[config.mk]
export PLATFORM = sky130hd
export DESIGN_NAME = efsc_stat_counters
export DESIGN_NICKNAME = d
export VERILOG_FILES = /design/src/core/efsc_pkg.sv /design/src/core/efsc_stat_counters.sv
export VERILOG_INCLUDE_DIRS = /design/src /design/src/core
export SDC_FILE = /design/constraint.sdc
export NUM_CORES = 2
export LEC_CHECK = 0
export BUFFER_PORTS_ARGS = -buffer_cell sky130_fd_sc_hd__buf_4
export CORE_MARGIN = 2
export CORE_UTILIZATION = 63
export CTS_CLUSTER_SIZE = 40
export DETAILED_ROUTE_END_ITERATION = 10
export GPL_TIMING_DRIVEN = 0
export PLACE_DENSITY = 0.9
export SYNTH_ARGS = -nofsm -noshare
export SYNTH_HDL_FRONTEND = slang
export SYNTH_SLANG_ARGS = --single-unit
[constraint.sdc]
create_clock -name mclk_i -period 23 [get_ports mclk_i]
set_input_delay 3.45 -clock mclk_i [delete_from_list [all_inputs] [get_ports mclk_i]]
set_output_delay 3.45 -clock mclk_i [all_outputs]
set_load 0.03 [all_outputs]
[src/core/efsc_cfg.svh]
`ifndef EFSC_CFG_SVH
`define EFSC_CFG_SVH

// ****************************************************************
// counter dump offsets (bytes from the dump base)
// ****************************************************************
`define EFSC_OFS_TX_GOOD 8'h00
`define EFSC_OFS_TX_MAXCOLL 8'h04
`define EFSC_OFS_TX_LATECOLL 8'h08
`define EFSC_OFS_TX_UNDERRUN 8'h0C
`define EFSC_OFS_TX_LOSTCRS 8'h10
`define EFSC_OFS_TX_DEFER 8'h14
`define EFSC_OFS_TX_SINGLE 8'h18
`define EFSC_OFS_TX_MULTI 8'h1C
`define EFSC_OFS_TX_TOTCOLL 8'h20
`define EFSC_OFS_RX_GOOD 8'h24
`define EFSC_OFS_RX_CRC 8'h28
`define EFSC_OFS_RX_ALIGN 8'h2C
`define EFSC_OFS_RX_RESRC 8'h30
`define EFSC_OFS_RX_OVERRUN 8'h34
`define EFSC_OFS_RX_COLL 8'h38
`define EFSC_OFS_RX_SHORT 8'h3C
`define EFSC_OFS_FC_TX_PAUSE 8'h40
`define EFSC_OFS_FC_RX_PAUSE 8'h44
`define EFSC_OFS_FC_RX_UNSUP 8'h48
`define EFSC_OFS_RX_MGMT 8'h4C
`define EFSC_OFS_TX_MGMT 8'h50

// ****************************************************************
// dump sizes
// ****************************************************************
`define EFSC_WORDS_BASIC 5'h10
`define EFSC_WORDS_EXT 5'h15

// ****************************************************************
// apb register offsets, fields, reset values
// ****************************************************************
`define EFSC_REG_CTRL 8'h00
`define EFSC_REG_DUMP_BASE 8'h04
`define EFSC_REG_CMD 8'h08
`define EFSC_REG_STATUS 8'h0C
`define EFSC_CTRL_EXT_BIT 0
`define EFSC_CTRL_MGMT_BIT 1
`define EFSC_CTRL_SAVEBAD_BIT 2
`define EFSC_CTRL_RST 3'h0
`define EFSC_BASE_RST 32'h0000_0000
`define EFSC_STAT_BUSY_BIT 0
`define EFSC_STAT_DUMPS_LSB 16

// ****************************************************************
// command unit opcodes
// ****************************************************************
`define EFSC_OP_DUMP 4'h5
`define EFSC_OP_DUMP_RESET 4'h7

`endif

[src/core/efsc_pkg.sv]
`default_nettype none
package efsc_pkg;
  // transmit frame outcome, valid while done is high
  typedef struct packed {
    logic done;
    logic good;
    logic excess_collision_abort;
    logic late_collision_abort;
    logic underrun;
    logic lost_carrier;
    logic deferred;
    logic flow_pause;
    logic mgmt;
    logic [4:0] coll_count;
  } efsc_tx_rpt_t;

  // receive frame outcome, valid while done is high
  typedef struct packed {
    logic done;
    logic good;
    logic crc_err;
    logic align_err;
    logic short_frame;
    logic resource_err;
    logic bad_frame;
    logic overrun;
    logic receive_collision_seen;
    logic flow_pause;
    logic flow_unsup;
    logic mgmt;
  } efsc_rx_rpt_t;

  // one word written to host memory during a dump
  typedef struct packed {
    logic [31:0] addr;
    logic [31:0] data;
  } efsc_dump_t;

  typedef enum logic [1:0] {EFSC_IDLE, EFSC_LOAD, EFSC_WRITE} efsc_state_t;
endpackage : efsc_pkg
`default_nettype wire

[src/core/efsc_stat_counters.sv]
// Functional notes
// - counters change only when a transmit or receive frame report completes; the code also clears them on a dump-and-reset command
// - counters reach software only through a dump or dump-and-reset command
// - good-transmit counter counts frames finished on the link
// - count frames abandoned at the maximum collision limit
// - count frames abandoned for a collision after the slot time
// - count each underrun report, possibly several per frame
// - count good frames sent while carrier dropped
// - count frames deferred because the link was busy
// - good frames with one collision count single, more count multiple
// - total collisions adds every collision of every attempt
// - good-receive counts frames fully received and stored
// - crc counter counts aligned frames failing crc
// - alignment counter counts misaligned frames failing crc
// - short frames count only as short; crc, align, short exclusive
// - count good frames dropped for lack of resources
// - no resource count for a bad frame when saving bad frames
// - overrun counter counts each flagged lost frame
// - count frames with a collision during reception
// - counters are 32 bits and wrap to zero
// - counters clear on reset; no preload other than zero
// - every applicable counter of one frame updates together
// - a dump writes 16 or 21 words per configuration
//
// Added by the designer: the register addresses and the APB interface to the registers.
`timescale 1ns/1ns
`default_nettype none
`include "efsc_cfg.svh"

module efsc_stat_counters
  import efsc_pkg::*;
#(
  parameter int NCNT = 21,
  parameter int AW = 8
) (
  input wire logic mclk_i,
  input wire logic rst_i,
  input wire logic psel_i,
  input wire logic penable_i,
  input wire logic pwrite_i,
  input wire logic [AW-1:0] paddr_i,
  input wire logic [31:0] pwdata_i,
  output logic [31:0] prdata_o,
  output logic pready_o,
  output logic pslverr_o,
  input wire efsc_tx_rpt_t tx_rpt_i,
  input wire efsc_rx_rpt_t rx_rpt_i,
  output efsc_dump_t dump_o,
  output logic dump_valid_o,
  input wire logic dump_ready_i
);

  // ****************************************************************
  // elaboration checks
  // ****************************************************************
  if (NCNT != 21) begin : g_bad_ncnt
    $error("efsc_stat_counters: NCNT must be 21");
  end
  if (AW < 8) begin : g_bad_aw
    $error("efsc_stat_counters: AW must be at least 8");
  end

  function automatic int ix(input logic [7:0] ofs);
    return int'(ofs[7:2]);
  endfunction : ix

  // ****************************************************************
  // apb slave and control registers
  // ****************************************************************
  logic pready_r, pready_nxt;
  logic pslverr_r, pslverr_nxt;
  logic [31:0] prdata_r, prdata_nxt;
  logic [2:0] ctrl_r, ctrl_nxt;
  logic [31:0] base_r, base_nxt;
  logic [15:0] dumps_r, dumps_nxt;
  logic access, wr_go, mapped;
  logic [7:0] addr8;
  logic busy;
  efsc_state_t state_r, state_nxt;

  assign addr8 = paddr_i[7:0];
  assign access = psel_i & penable_i & ~pready_r;
  assign wr_go = psel_i & penable_i & pready_r & pwrite_i & ~pslverr_r;
  assign busy = (state_r != EFSC_IDLE);
  assign mapped = (addr8 == `EFSC_REG_CTRL) | (addr8 == `EFSC_REG_DUMP_BASE) |
                  (addr8 == `EFSC_REG_CMD) | (addr8 == `EFSC_REG_STATUS);

  // one wait state, then answer with data or error
  always_comb begin
    pready_nxt = access;
    pslverr_nxt = access & ~mapped;
    prdata_nxt = prdata_r;
    ctrl_nxt = ctrl_r;
    base_nxt = base_r;
    if (access) begin
      prdata_nxt = 32'h0000_0000;
      unique case (addr8)
        `EFSC_REG_CTRL: prdata_nxt[2:0] = ctrl_r;
        `EFSC_REG_DUMP_BASE: prdata_nxt = base_r;
        `EFSC_REG_STATUS: begin
          prdata_nxt[`EFSC_STAT_BUSY_BIT] = busy;
          prdata_nxt[`EFSC_STAT_DUMPS_LSB +: 16] = dumps_r;
        end
        default: prdata_nxt = 32'h0000_0000;
      endcase
    end
    if (wr_go && addr8 == `EFSC_REG_CTRL) begin
      ctrl_nxt = pwdata_i[2:0];
    end
    if (wr_go && addr8 == `EFSC_REG_DUMP_BASE) begin
      base_nxt = {pwdata_i[31:2], 2'h0};
    end
  end

  always_ff @(posedge mclk_i) begin
    if (rst_i) begin
      pready_r <= 1'b0;
      pslverr_r <= 1'b0;
      prdata_r <= 32'h0000_0000;
      ctrl_r <= `EFSC_CTRL_RST;
      base_r <= `EFSC_BASE_RST;
    end else begin
      pready_r <= pready_nxt;
      pslverr_r <= pslverr_nxt;
      prdata_r <= prdata_nxt;
      ctrl_r <= ctrl_nxt;
      base_r <= base_nxt;
    end
  end

  assign pready_o = pready_r;
  assign pslverr_o = pslverr_r;
  assign prdata_o = prdata_r;

  // ****************************************************************
  // command decode
  // ****************************************************************
  logic cmd_dump, cmd_clear;

  // a command written while a dump runs is dropped
  always_comb begin
    cmd_dump = 1'b0;
    cmd_clear = 1'b0;
    if (wr_go && addr8 == `EFSC_REG_CMD && !busy) begin
      cmd_dump = (pwdata_i[3:0] == `EFSC_OP_DUMP) | (pwdata_i[3:0] == `EFSC_OP_DUMP_RESET);
      cmd_clear = (pwdata_i[3:0] == `EFSC_OP_DUMP_RESET);
    end
  end

  // ****************************************************************
  // per-frame increments
  // ****************************************************************
  logic [31:0] inc [NCNT];
  logic tx_go, rx_go, savebad;

  assign tx_go = tx_rpt_i.done;
  assign rx_go = rx_rpt_i.done;
  assign savebad = ctrl_r[`EFSC_CTRL_SAVEBAD_BIT];

  // all counters that apply to one report step in the same cycle
  always_comb begin
    for (int k = 0; k < NCNT; k++) begin
      inc[k] = 32'h0000_0000;
    end
    if (tx_go) begin
      inc[ix(`EFSC_OFS_TX_GOOD)] = {31'h0, tx_rpt_i.good};
      inc[ix(`EFSC_OFS_TX_MAXCOLL)] = {31'h0, tx_rpt_i.excess_collision_abort};
      inc[ix(`EFSC_OFS_TX_LATECOLL)] = {31'h0, tx_rpt_i.late_collision_abort};
      inc[ix(`EFSC_OFS_TX_UNDERRUN)] = {31'h0, tx_rpt_i.underrun};
      inc[ix(`EFSC_OFS_TX_LOSTCRS)] = {31'h0, tx_rpt_i.good & tx_rpt_i.lost_carrier};
      inc[ix(`EFSC_OFS_TX_DEFER)] = {31'h0, tx_rpt_i.deferred};
      inc[ix(`EFSC_OFS_TX_SINGLE)] =
        {31'h0, tx_rpt_i.good & (tx_rpt_i.coll_count == 5'h01)};
      inc[ix(`EFSC_OFS_TX_MULTI)] =
        {31'h0, tx_rpt_i.good & (tx_rpt_i.coll_count > 5'h01)};
      inc[ix(`EFSC_OFS_TX_TOTCOLL)] = {27'h0, tx_rpt_i.coll_count};
      inc[ix(`EFSC_OFS_FC_TX_PAUSE)] = {31'h0, tx_rpt_i.flow_pause};
      inc[ix(`EFSC_OFS_TX_MGMT)] = {31'h0, tx_rpt_i.mgmt};
    end
    if (rx_go) begin
      inc[ix(`EFSC_OFS_RX_GOOD)] = {31'h0, rx_rpt_i.good};
      inc[ix(`EFSC_OFS_RX_SHORT)] = {31'h0, rx_rpt_i.short_frame};
      inc[ix(`EFSC_OFS_RX_ALIGN)] = {31'h0, ~rx_rpt_i.short_frame & rx_rpt_i.align_err &
                                     rx_rpt_i.crc_err};
      inc[ix(`EFSC_OFS_RX_CRC)] = {31'h0, ~rx_rpt_i.short_frame & ~rx_rpt_i.align_err &
                                   rx_rpt_i.crc_err};
      inc[ix(`EFSC_OFS_RX_RESRC)] = {31'h0, rx_rpt_i.resource_err &
                                     ~(savebad & rx_rpt_i.bad_frame)};
      inc[ix(`EFSC_OFS_RX_OVERRUN)] = {31'h0, rx_rpt_i.overrun};
      inc[ix(`EFSC_OFS_RX_COLL)] = {31'h0, rx_rpt_i.receive_collision_seen};
      inc[ix(`EFSC_OFS_FC_RX_PAUSE)] = {31'h0, rx_rpt_i.flow_pause};
      inc[ix(`EFSC_OFS_FC_RX_UNSUP)] = {31'h0, rx_rpt_i.flow_unsup};
      inc[ix(`EFSC_OFS_RX_MGMT)] = {31'h0, rx_rpt_i.mgmt};
    end
  end

  // ****************************************************************
  // counters and dump snapshot
  // ****************************************************************
  logic [31:0] cnt_r [NCNT];
  logic [31:0] snap_r [NCNT];

  for (genvar g = 0; g < NCNT; g++) begin : g_cnt
    logic [31:0] cnt_nxt, snap_nxt;
    // clear and count in one step, so an event in the clear cycle survives
    always_comb begin
      snap_nxt = cmd_dump ? cnt_r[g] : snap_r[g];
      cnt_nxt = (cmd_clear ? 32'h0000_0000 : cnt_r[g]) + inc[g];
    end
    always_ff @(posedge mclk_i) begin
      if (rst_i) begin
        cnt_r[g] <= 32'h0000_0000;
        snap_r[g] <= 32'h0000_0000;
      end else begin
        cnt_r[g] <= cnt_nxt;
        snap_r[g] <= snap_nxt;
      end
    end
  end

  // ****************************************************************
  // dump engine
  // ****************************************************************
  logic [4:0] idx_r, idx_nxt;
  logic [4:0] last_r, last_nxt;
  logic dv_r, dv_nxt;
  efsc_dump_t dw_r, dw_nxt;
  logic ext_dump;

  assign ext_dump = ctrl_r[`EFSC_CTRL_EXT_BIT] | ctrl_r[`EFSC_CTRL_MGMT_BIT];

  // walk the snapshot, one word per handshake
  always_comb begin
    state_nxt = state_r;
    idx_nxt = idx_r;
    last_nxt = last_r;
    dv_nxt = dv_r;
    dw_nxt = dw_r;
    dumps_nxt = dumps_r;
    unique case (state_r)
      EFSC_IDLE: begin
        if (cmd_dump) begin
          idx_nxt = 5'h00;
          last_nxt = (ext_dump ? `EFSC_WORDS_EXT : `EFSC_WORDS_BASIC) - 5'h01;
          state_nxt = EFSC_LOAD;
        end
      end
      EFSC_LOAD: begin
        dw_nxt.addr = base_r + {25'h0, idx_r, 2'h0};
        dw_nxt.data = snap_r[idx_r];
        dv_nxt = 1'b1;
        state_nxt = EFSC_WRITE;
      end
      EFSC_WRITE: begin
        if (dump_ready_i) begin
          dv_nxt = 1'b0;
          idx_nxt = idx_r + 5'h01;
          if (idx_r == last_r) begin
            dumps_nxt = dumps_r + 16'h0001;
            state_nxt = EFSC_IDLE;
          end else begin
            state_nxt = EFSC_LOAD;
          end
        end
      end
    endcase
  end

  always_ff @(posedge mclk_i) begin
    if (rst_i) begin
      state_r <= EFSC_IDLE;
      idx_r <= 5'h00;
      last_r <= 5'h00;
      dv_r <= 1'b0;
      dw_r <= '0;
      dumps_r <= 16'h0000;
    end else begin
      state_r <= state_nxt;
      idx_r <= idx_nxt;
      last_r <= last_nxt;
      dv_r <= dv_nxt;
      dw_r <= dw_nxt;
      dumps_r <= dumps_nxt;
    end
  end

  assign dump_o = dw_r;
  assign dump_valid_o = dv_r;

  // ****************************************************************
  // assertions
  // ****************************************************************
  a_tx_good_step: assert property (@(posedge mclk_i) disable iff (rst_i)
    (tx_go && tx_rpt_i.good && !cmd_clear) |=>
      cnt_r[ix(`EFSC_OFS_TX_GOOD)] == $past(cnt_r[ix(`EFSC_OFS_TX_GOOD)]) + 32'h1)
    else $error("good transmit count did not step");
  a_idle_no_change: assert property (@(posedge mclk_i) disable iff (rst_i)
    (!tx_go && !rx_go && !cmd_clear) |=> cnt_r[ix(`EFSC_OFS_RX_GOOD)] ==
      $past(cnt_r[ix(`EFSC_OFS_RX_GOOD)]))
    else $error("counter moved without a frame report");
  a_tot_coll_sum: assert property (@(posedge mclk_i) disable iff (rst_i)
    (tx_go && !cmd_clear) |=> cnt_r[ix(`EFSC_OFS_TX_TOTCOLL)] ==
      $past(cnt_r[ix(`EFSC_OFS_TX_TOTCOLL)]) + {27'h0, $past(tx_rpt_i.coll_count)})
    else $error("total collisions not summed");
  a_rx_err_excl: assert property (@(posedge mclk_i) disable iff (rst_i)
    $onehot0({inc[ix(`EFSC_OFS_RX_CRC)][0], inc[ix(`EFSC_OFS_RX_ALIGN)][0],
              inc[ix(`EFSC_OFS_RX_SHORT)][0]}))
    else $error("crc, align and short counted together");
  a_savebad_resrc: assert property (@(posedge mclk_i) disable iff (rst_i)
    (rx_go && savebad && rx_rpt_i.bad_frame && !cmd_clear) |=>
      cnt_r[ix(`EFSC_OFS_RX_RESRC)] == $past(cnt_r[ix(`EFSC_OFS_RX_RESRC)]))
    else $error("resource error counted for saved bad frame");
  a_clear_keeps: assert property (@(posedge mclk_i) disable iff (rst_i)
    (cmd_clear && rx_go && rx_rpt_i.good) |=>
      (cnt_r[ix(`EFSC_OFS_RX_GOOD)] == 32'h1) &&
      (snap_r[ix(`EFSC_OFS_RX_GOOD)] == $past(cnt_r[ix(`EFSC_OFS_RX_GOOD)])))
    else $error("event lost at dump-and-reset");
  // a full count is out of reach in a run, so check the step modulo the width instead
  a_wrap_zero: assert property (@(posedge mclk_i) disable iff (rst_i)
    (rx_go && rx_rpt_i.overrun && !cmd_clear) |=> cnt_r[ix(`EFSC_OFS_RX_OVERRUN)] ==
      $past(cnt_r[ix(`EFSC_OFS_RX_OVERRUN)]) + 32'h0000_0001)
    else $error("overrun count did not step modulo its width");
  a_dump_addr: assert property (@(posedge mclk_i) disable iff (rst_i)
    dv_r |-> dw_r.addr == base_r + {25'h0, idx_r, 2'h0})
    else $error("dump word at wrong address");
  a_dump_len: assert property (@(posedge mclk_i) disable iff (rst_i)
    cmd_dump |=> last_r == (ext_dump ? 5'h14 : 5'h0F))
    else $error("dump length wrong");
  a_dump_hold: assert property (@(posedge mclk_i) disable iff (rst_i)
    (dv_r && !dump_ready_i) |=> dv_r && $stable(dw_r))
    else $error("dump word dropped before handshake");
  a_apb_wait: assert property (@(posedge mclk_i) disable iff (rst_i)
    (psel_i && penable_i && !pready_r) |=> pready_r ##1 !pready_r)
    else $error("apb answer not one cycle");

  c_dump_reset: cover property (@(posedge mclk_i) disable iff (rst_i) cmd_clear);
  c_both_frames: cover property (@(posedge mclk_i) disable iff (rst_i) tx_go && rx_go);
  c_dump_done: cover property (@(posedge mclk_i) disable iff (rst_i)
    state_r == EFSC_WRITE && dump_ready_i && idx_r == 5'h14);
  c_unmapped: cover property (@(posedge mclk_i) disable iff (rst_i) pslverr_r);

endmodule : efsc_stat_counters
`default_nettype wire

==> key figures <==
Worst setup path
  – Reg2reg start: state_r[0]$_SDFFE_PP0P_
  – Critical Path Source: pwdata_i[2]
  – CP max stage cell: nor4_2
  – Setup CP Type: input port to register
  – WP buf/inv: 4
  – CP Max Fanout: 15
  – Worst EP required: 23.67 ns
  – CP Launch Type: input port
  – Arrival @ worst endpoint: between 9 and 10 ns
  – Critical Path Sink Type: register
  – Slowest cell delay on critical path: 0.99 ns
  – Ordered list of cells on the worst path: buf_4 > and4bb_1 > and4_4 > buf_2 > nand3_1 > buf_2 > clkbuf_2 > and2_1 > ha_1 > ha_1 > nand2_1 > nor4_2 > o211ai_1 > nor2_1 > mux2_2
  – Kind of cell adding the most delay to the critical path: simple AND/OR/NAND/NOR gates
  – Reg2Reg Setup Slack: 16.72 ns

STA
  – Final min period: 8.650 ns
  – WHS: 0.4573 ns
  – Max Transition Viols Final: around 100
  – Worst slew pin tran: 1.652 ns
  – Skew final: 0.03833 ns
  – Fin crit share: 37.61%
  – Setup TNS: 0 ns
  – Final Setup Violations: 0
  – Endpoints failing hold: 0
  – RSZ-0062 raised after global routing: false
  – Fmax: 115.6 MHz
  – Max-slew headroom: -10.15%

Cells and area
  – Post-layout instance area: 76600 um2
  – Ratio of cells with drive above 1 in the final layout: 11.87%
  – Layout fillers: 7326
  – Area delta synth->final: 12.54%
  – Fin util: 71.56%
  – Fin nets: 6777

Power
  – Maximum VDD drop: just under 0.07 mV
  – Pwr Total: 5.667 mW
  – Cell Pwr Density: 73.98 nW/um2
  – Static Leak: 28.40 nW

Floorplanning
  – FP Rows: 120
  – Die W: 332.7 um
  – Initial Util: 63.58%
  – Die Ht: about 330 um
  – I/O pin count: 171
  – Core Region: 107100 um2
  – Die Area: 110700 um2

Synth
  – Synth Area in Simple Gates: roughly 22%
  – Synthesized area: ~68000 um2
  – Distinct cells, synth: 88
  – Xor/xnor share of the synthesized area: 5.597%
  – Syn. warnings: 0
  – Mux cell area share after synthesis: a little under 7%
  – Fraction of the mapped netlist area in adder cells: 1.015%
  – Synth async-reset ratio: 0%
  – Post-synthesis register bit count: 1500
  – Post-synth EDFFs: approximately 670
  – Largest family of logic cells by synthesized area: simple AND/OR/NAND/NOR gates
  – Syn Area/Cell: about 11 um2
  – Synth Area in Compound Gates: 7.414%
  – Seq/Total Area, Yosys: roughly 54%
  – Post-Syn Instances: 6317
  – Ys flop type: dfxtp_1

Clock network
  – H-tree levels: 4
  – CTS Sinks: 1500
  – TritonCTS clock tree: built
  – Post-CTS Hold Buffers: 0
  – Clock slew at reported path FFs: 0.06 ns
  – TritonCTS Buffers: 153
  – Clock Path Buffers: 3
  – Post-CTS sizing: 0
  – Clock root cell: clkbuf_16
  – Post-CTS Setup Inserts: 0
  – Clk_lat worst skew: around 0.8 ns

Hold path
  – Hold WC Path Type: register to register
  – Hold path start: prdata_o[10]$_SDFFE_PP0P_

Route
  – Initial DRT Pass Iterations: 11
  – 1st-iter DRT viols: approximately 10000
  – # DRC: 1
  – Number of routed nets with antenna violations: 0
  – DR vias/cell: 7.098
  – DR vias: 58300
  – Avg WL per Cell: 31.10 um
  – Final WL: 255.4 mm

Placement
  – I/O Buffers: 167
  – DP HPWL: 182.6 mm
  – Cell Area, Placed: approximately 71000 um2
  – Gpl congestion: roughly 1.1

Global routing
  – Total track usage: a little under half
  – Initial antenna violation count: 21
  – First-pass GRT wire length: 362.2 mm
  – Grt total ovfl: 0
  – Number of global-route vias before repair: 54590
  – Largest net degree at the start of global routing: 73

Flow run
  – Max Cap Violations: 9

Outcome
  – Status: complete, but fails checks
  – Failing checks: design-rule violations, max-capacitance violations, max-slew violations
-- worst reg2reg max path: cells and delay by family (launching register included) --
| kind | cells | cell delay, ns |
|---|---|---|
| multiplexers | 1 | 0.35 |
| buffers and inverters | 3 | 1.59 |
| adder cells (fa/ha/maj) | 2 | 0.65 |
| AO/OA/AOI/OAI | 1 | 0.66 |
| flip-flops | 1 | 0.42 |
| AND/OR/NAND/NOR | 7 | 2.51 |
-- metal layers --
| layer | global-route usage [%] | vias to the layer above | wire length [um] |
|---|---|---|---|
| met3 | 16.76 | 1180 | 41290 |
| li1 | - | 24080 | - |
| met2 | 64.68 | 5106 | 106500 |
| met5 | 0 | - | 195 |
| met1 | 55.28 | 27920 | 83610 |
| met4 | 35.01 | 16 | 23800 |
-- flip-flops by register name, summed over array words and instances (netlist names) --
register / flops
pready_o: 1
idx_r: 5
cnt_r: 672
pslverr_o: 1
dump_o: 62
dump_valid_o: 1
base_r: 30
snap_r: 672
ctrl_r: 3
prdata_o: 32
last_r: 3
state_r: 2
dumps_r: 16
-- report_power, final --
part | switching [mW] | internal [mW]
clock | 1.10 | 1.46
combinational | 0.172 | 0.0591
sequential | 0.0312 | 2.84
total | 1.30 | 4.36
-- cells in the final DEF, fill, tap and decap left out, types with 52 or more instances in the layout --
master     netlist  routed
nor2_1         580     580
and4_1          56      56
clkbuf_16        0     167
mux2i_1         83      83
nor3_1         127     126
a21oi_1        243     243
or4_1           98      98
buf_2          123     123
xnor2_1        148     148
dfxtp_1        828     828
nand4_1        151     151
ha_1            52      52
buf_4            2     169
o211ai_1        81      81
or3_1           69      69
mux4_2         160     160
and3_1         721     721
nand3_1        328     328
nand2_1        379     378
o21ai_0        210     210
and2_1          85      85
edfxtp_1       672     672
xor2_1         287     287
clkbuf_1       254     279
inv_1           83      83
-- worst paths after layout --
check	endpoint	cells past startpoint
worst max register to register	cnt_r[1][92]$_SDFF_PP0_	14
worst min register to register	prdata_o[10]$_SDFFE_PP0P_	2
worst max-delay path	cnt_r[1][92]$_SDFF_PP0_	15
worst min-delay path	prdata_o[10]$_SDFFE_PP0P_	2
-- area by class of cell --
class / instances / area (um2) / area share, %
multi-input cells: 4320 / 29270 / 38.21
plain buffers: 415 / 1755 / 2.292
clock buffers: 219 / 4554 / 5.945
repair buffers: 178 / 1556 / 2.032
well taps: 1403 / 1755 / 2.292
diodes: 29 / 72.57 / 0.09473
clock inverters: 67 / 569.3 / 0.7432
flip-flops and latches: 1500 / 36760 / 47.98
inverters: 83 / 311.5 / 0.4067
-- synth_stat cells (85+ instances only) --
library cell  instances  area [um2]
nor3_1              127       635.6
and3_1              721        4511
nand4_1             151       944.7
clkbuf_1            254       953.4
mux4_2              160        3603
nor2_1              580        2177
nand2_1             379        1423
xor2_1              287        2514
or4_1                98       735.7
o21ai_0             210        1051
dfxtp_1             828       16580
buf_2               123       615.6
a21oi_1             243        1216
xnor2_1             148        1296
and2_1               85       531.8
nand3_1             328        1642
edfxtp_1            672       20180
-- logic make-up (layout without fill, tap and decap cells) --
group | after synthesis | in the layout
AND/OR/NAND/NOR | 2771 | 2771
flip-flops | 1500 | 1500
AO/OA/AOI/OAI | 796 | 796
buffers and inverters | 498 | 962
XOR/XNOR | 435 | 435
multiplexers | 262 | 262
adder cells (fa/ha/maj) | 54 | 54
other | 1 | 31
-- through the flow --
stage                     instances  setup slack [ns]
after detailed placement       7898             13.94
final                          8214             14.35
after global placement         7888            -4.873
after CTS                      8184             14.69
after global routing           8190             14.41
after floorplan                6318             3.148
(Power assumes the default switching activity.)
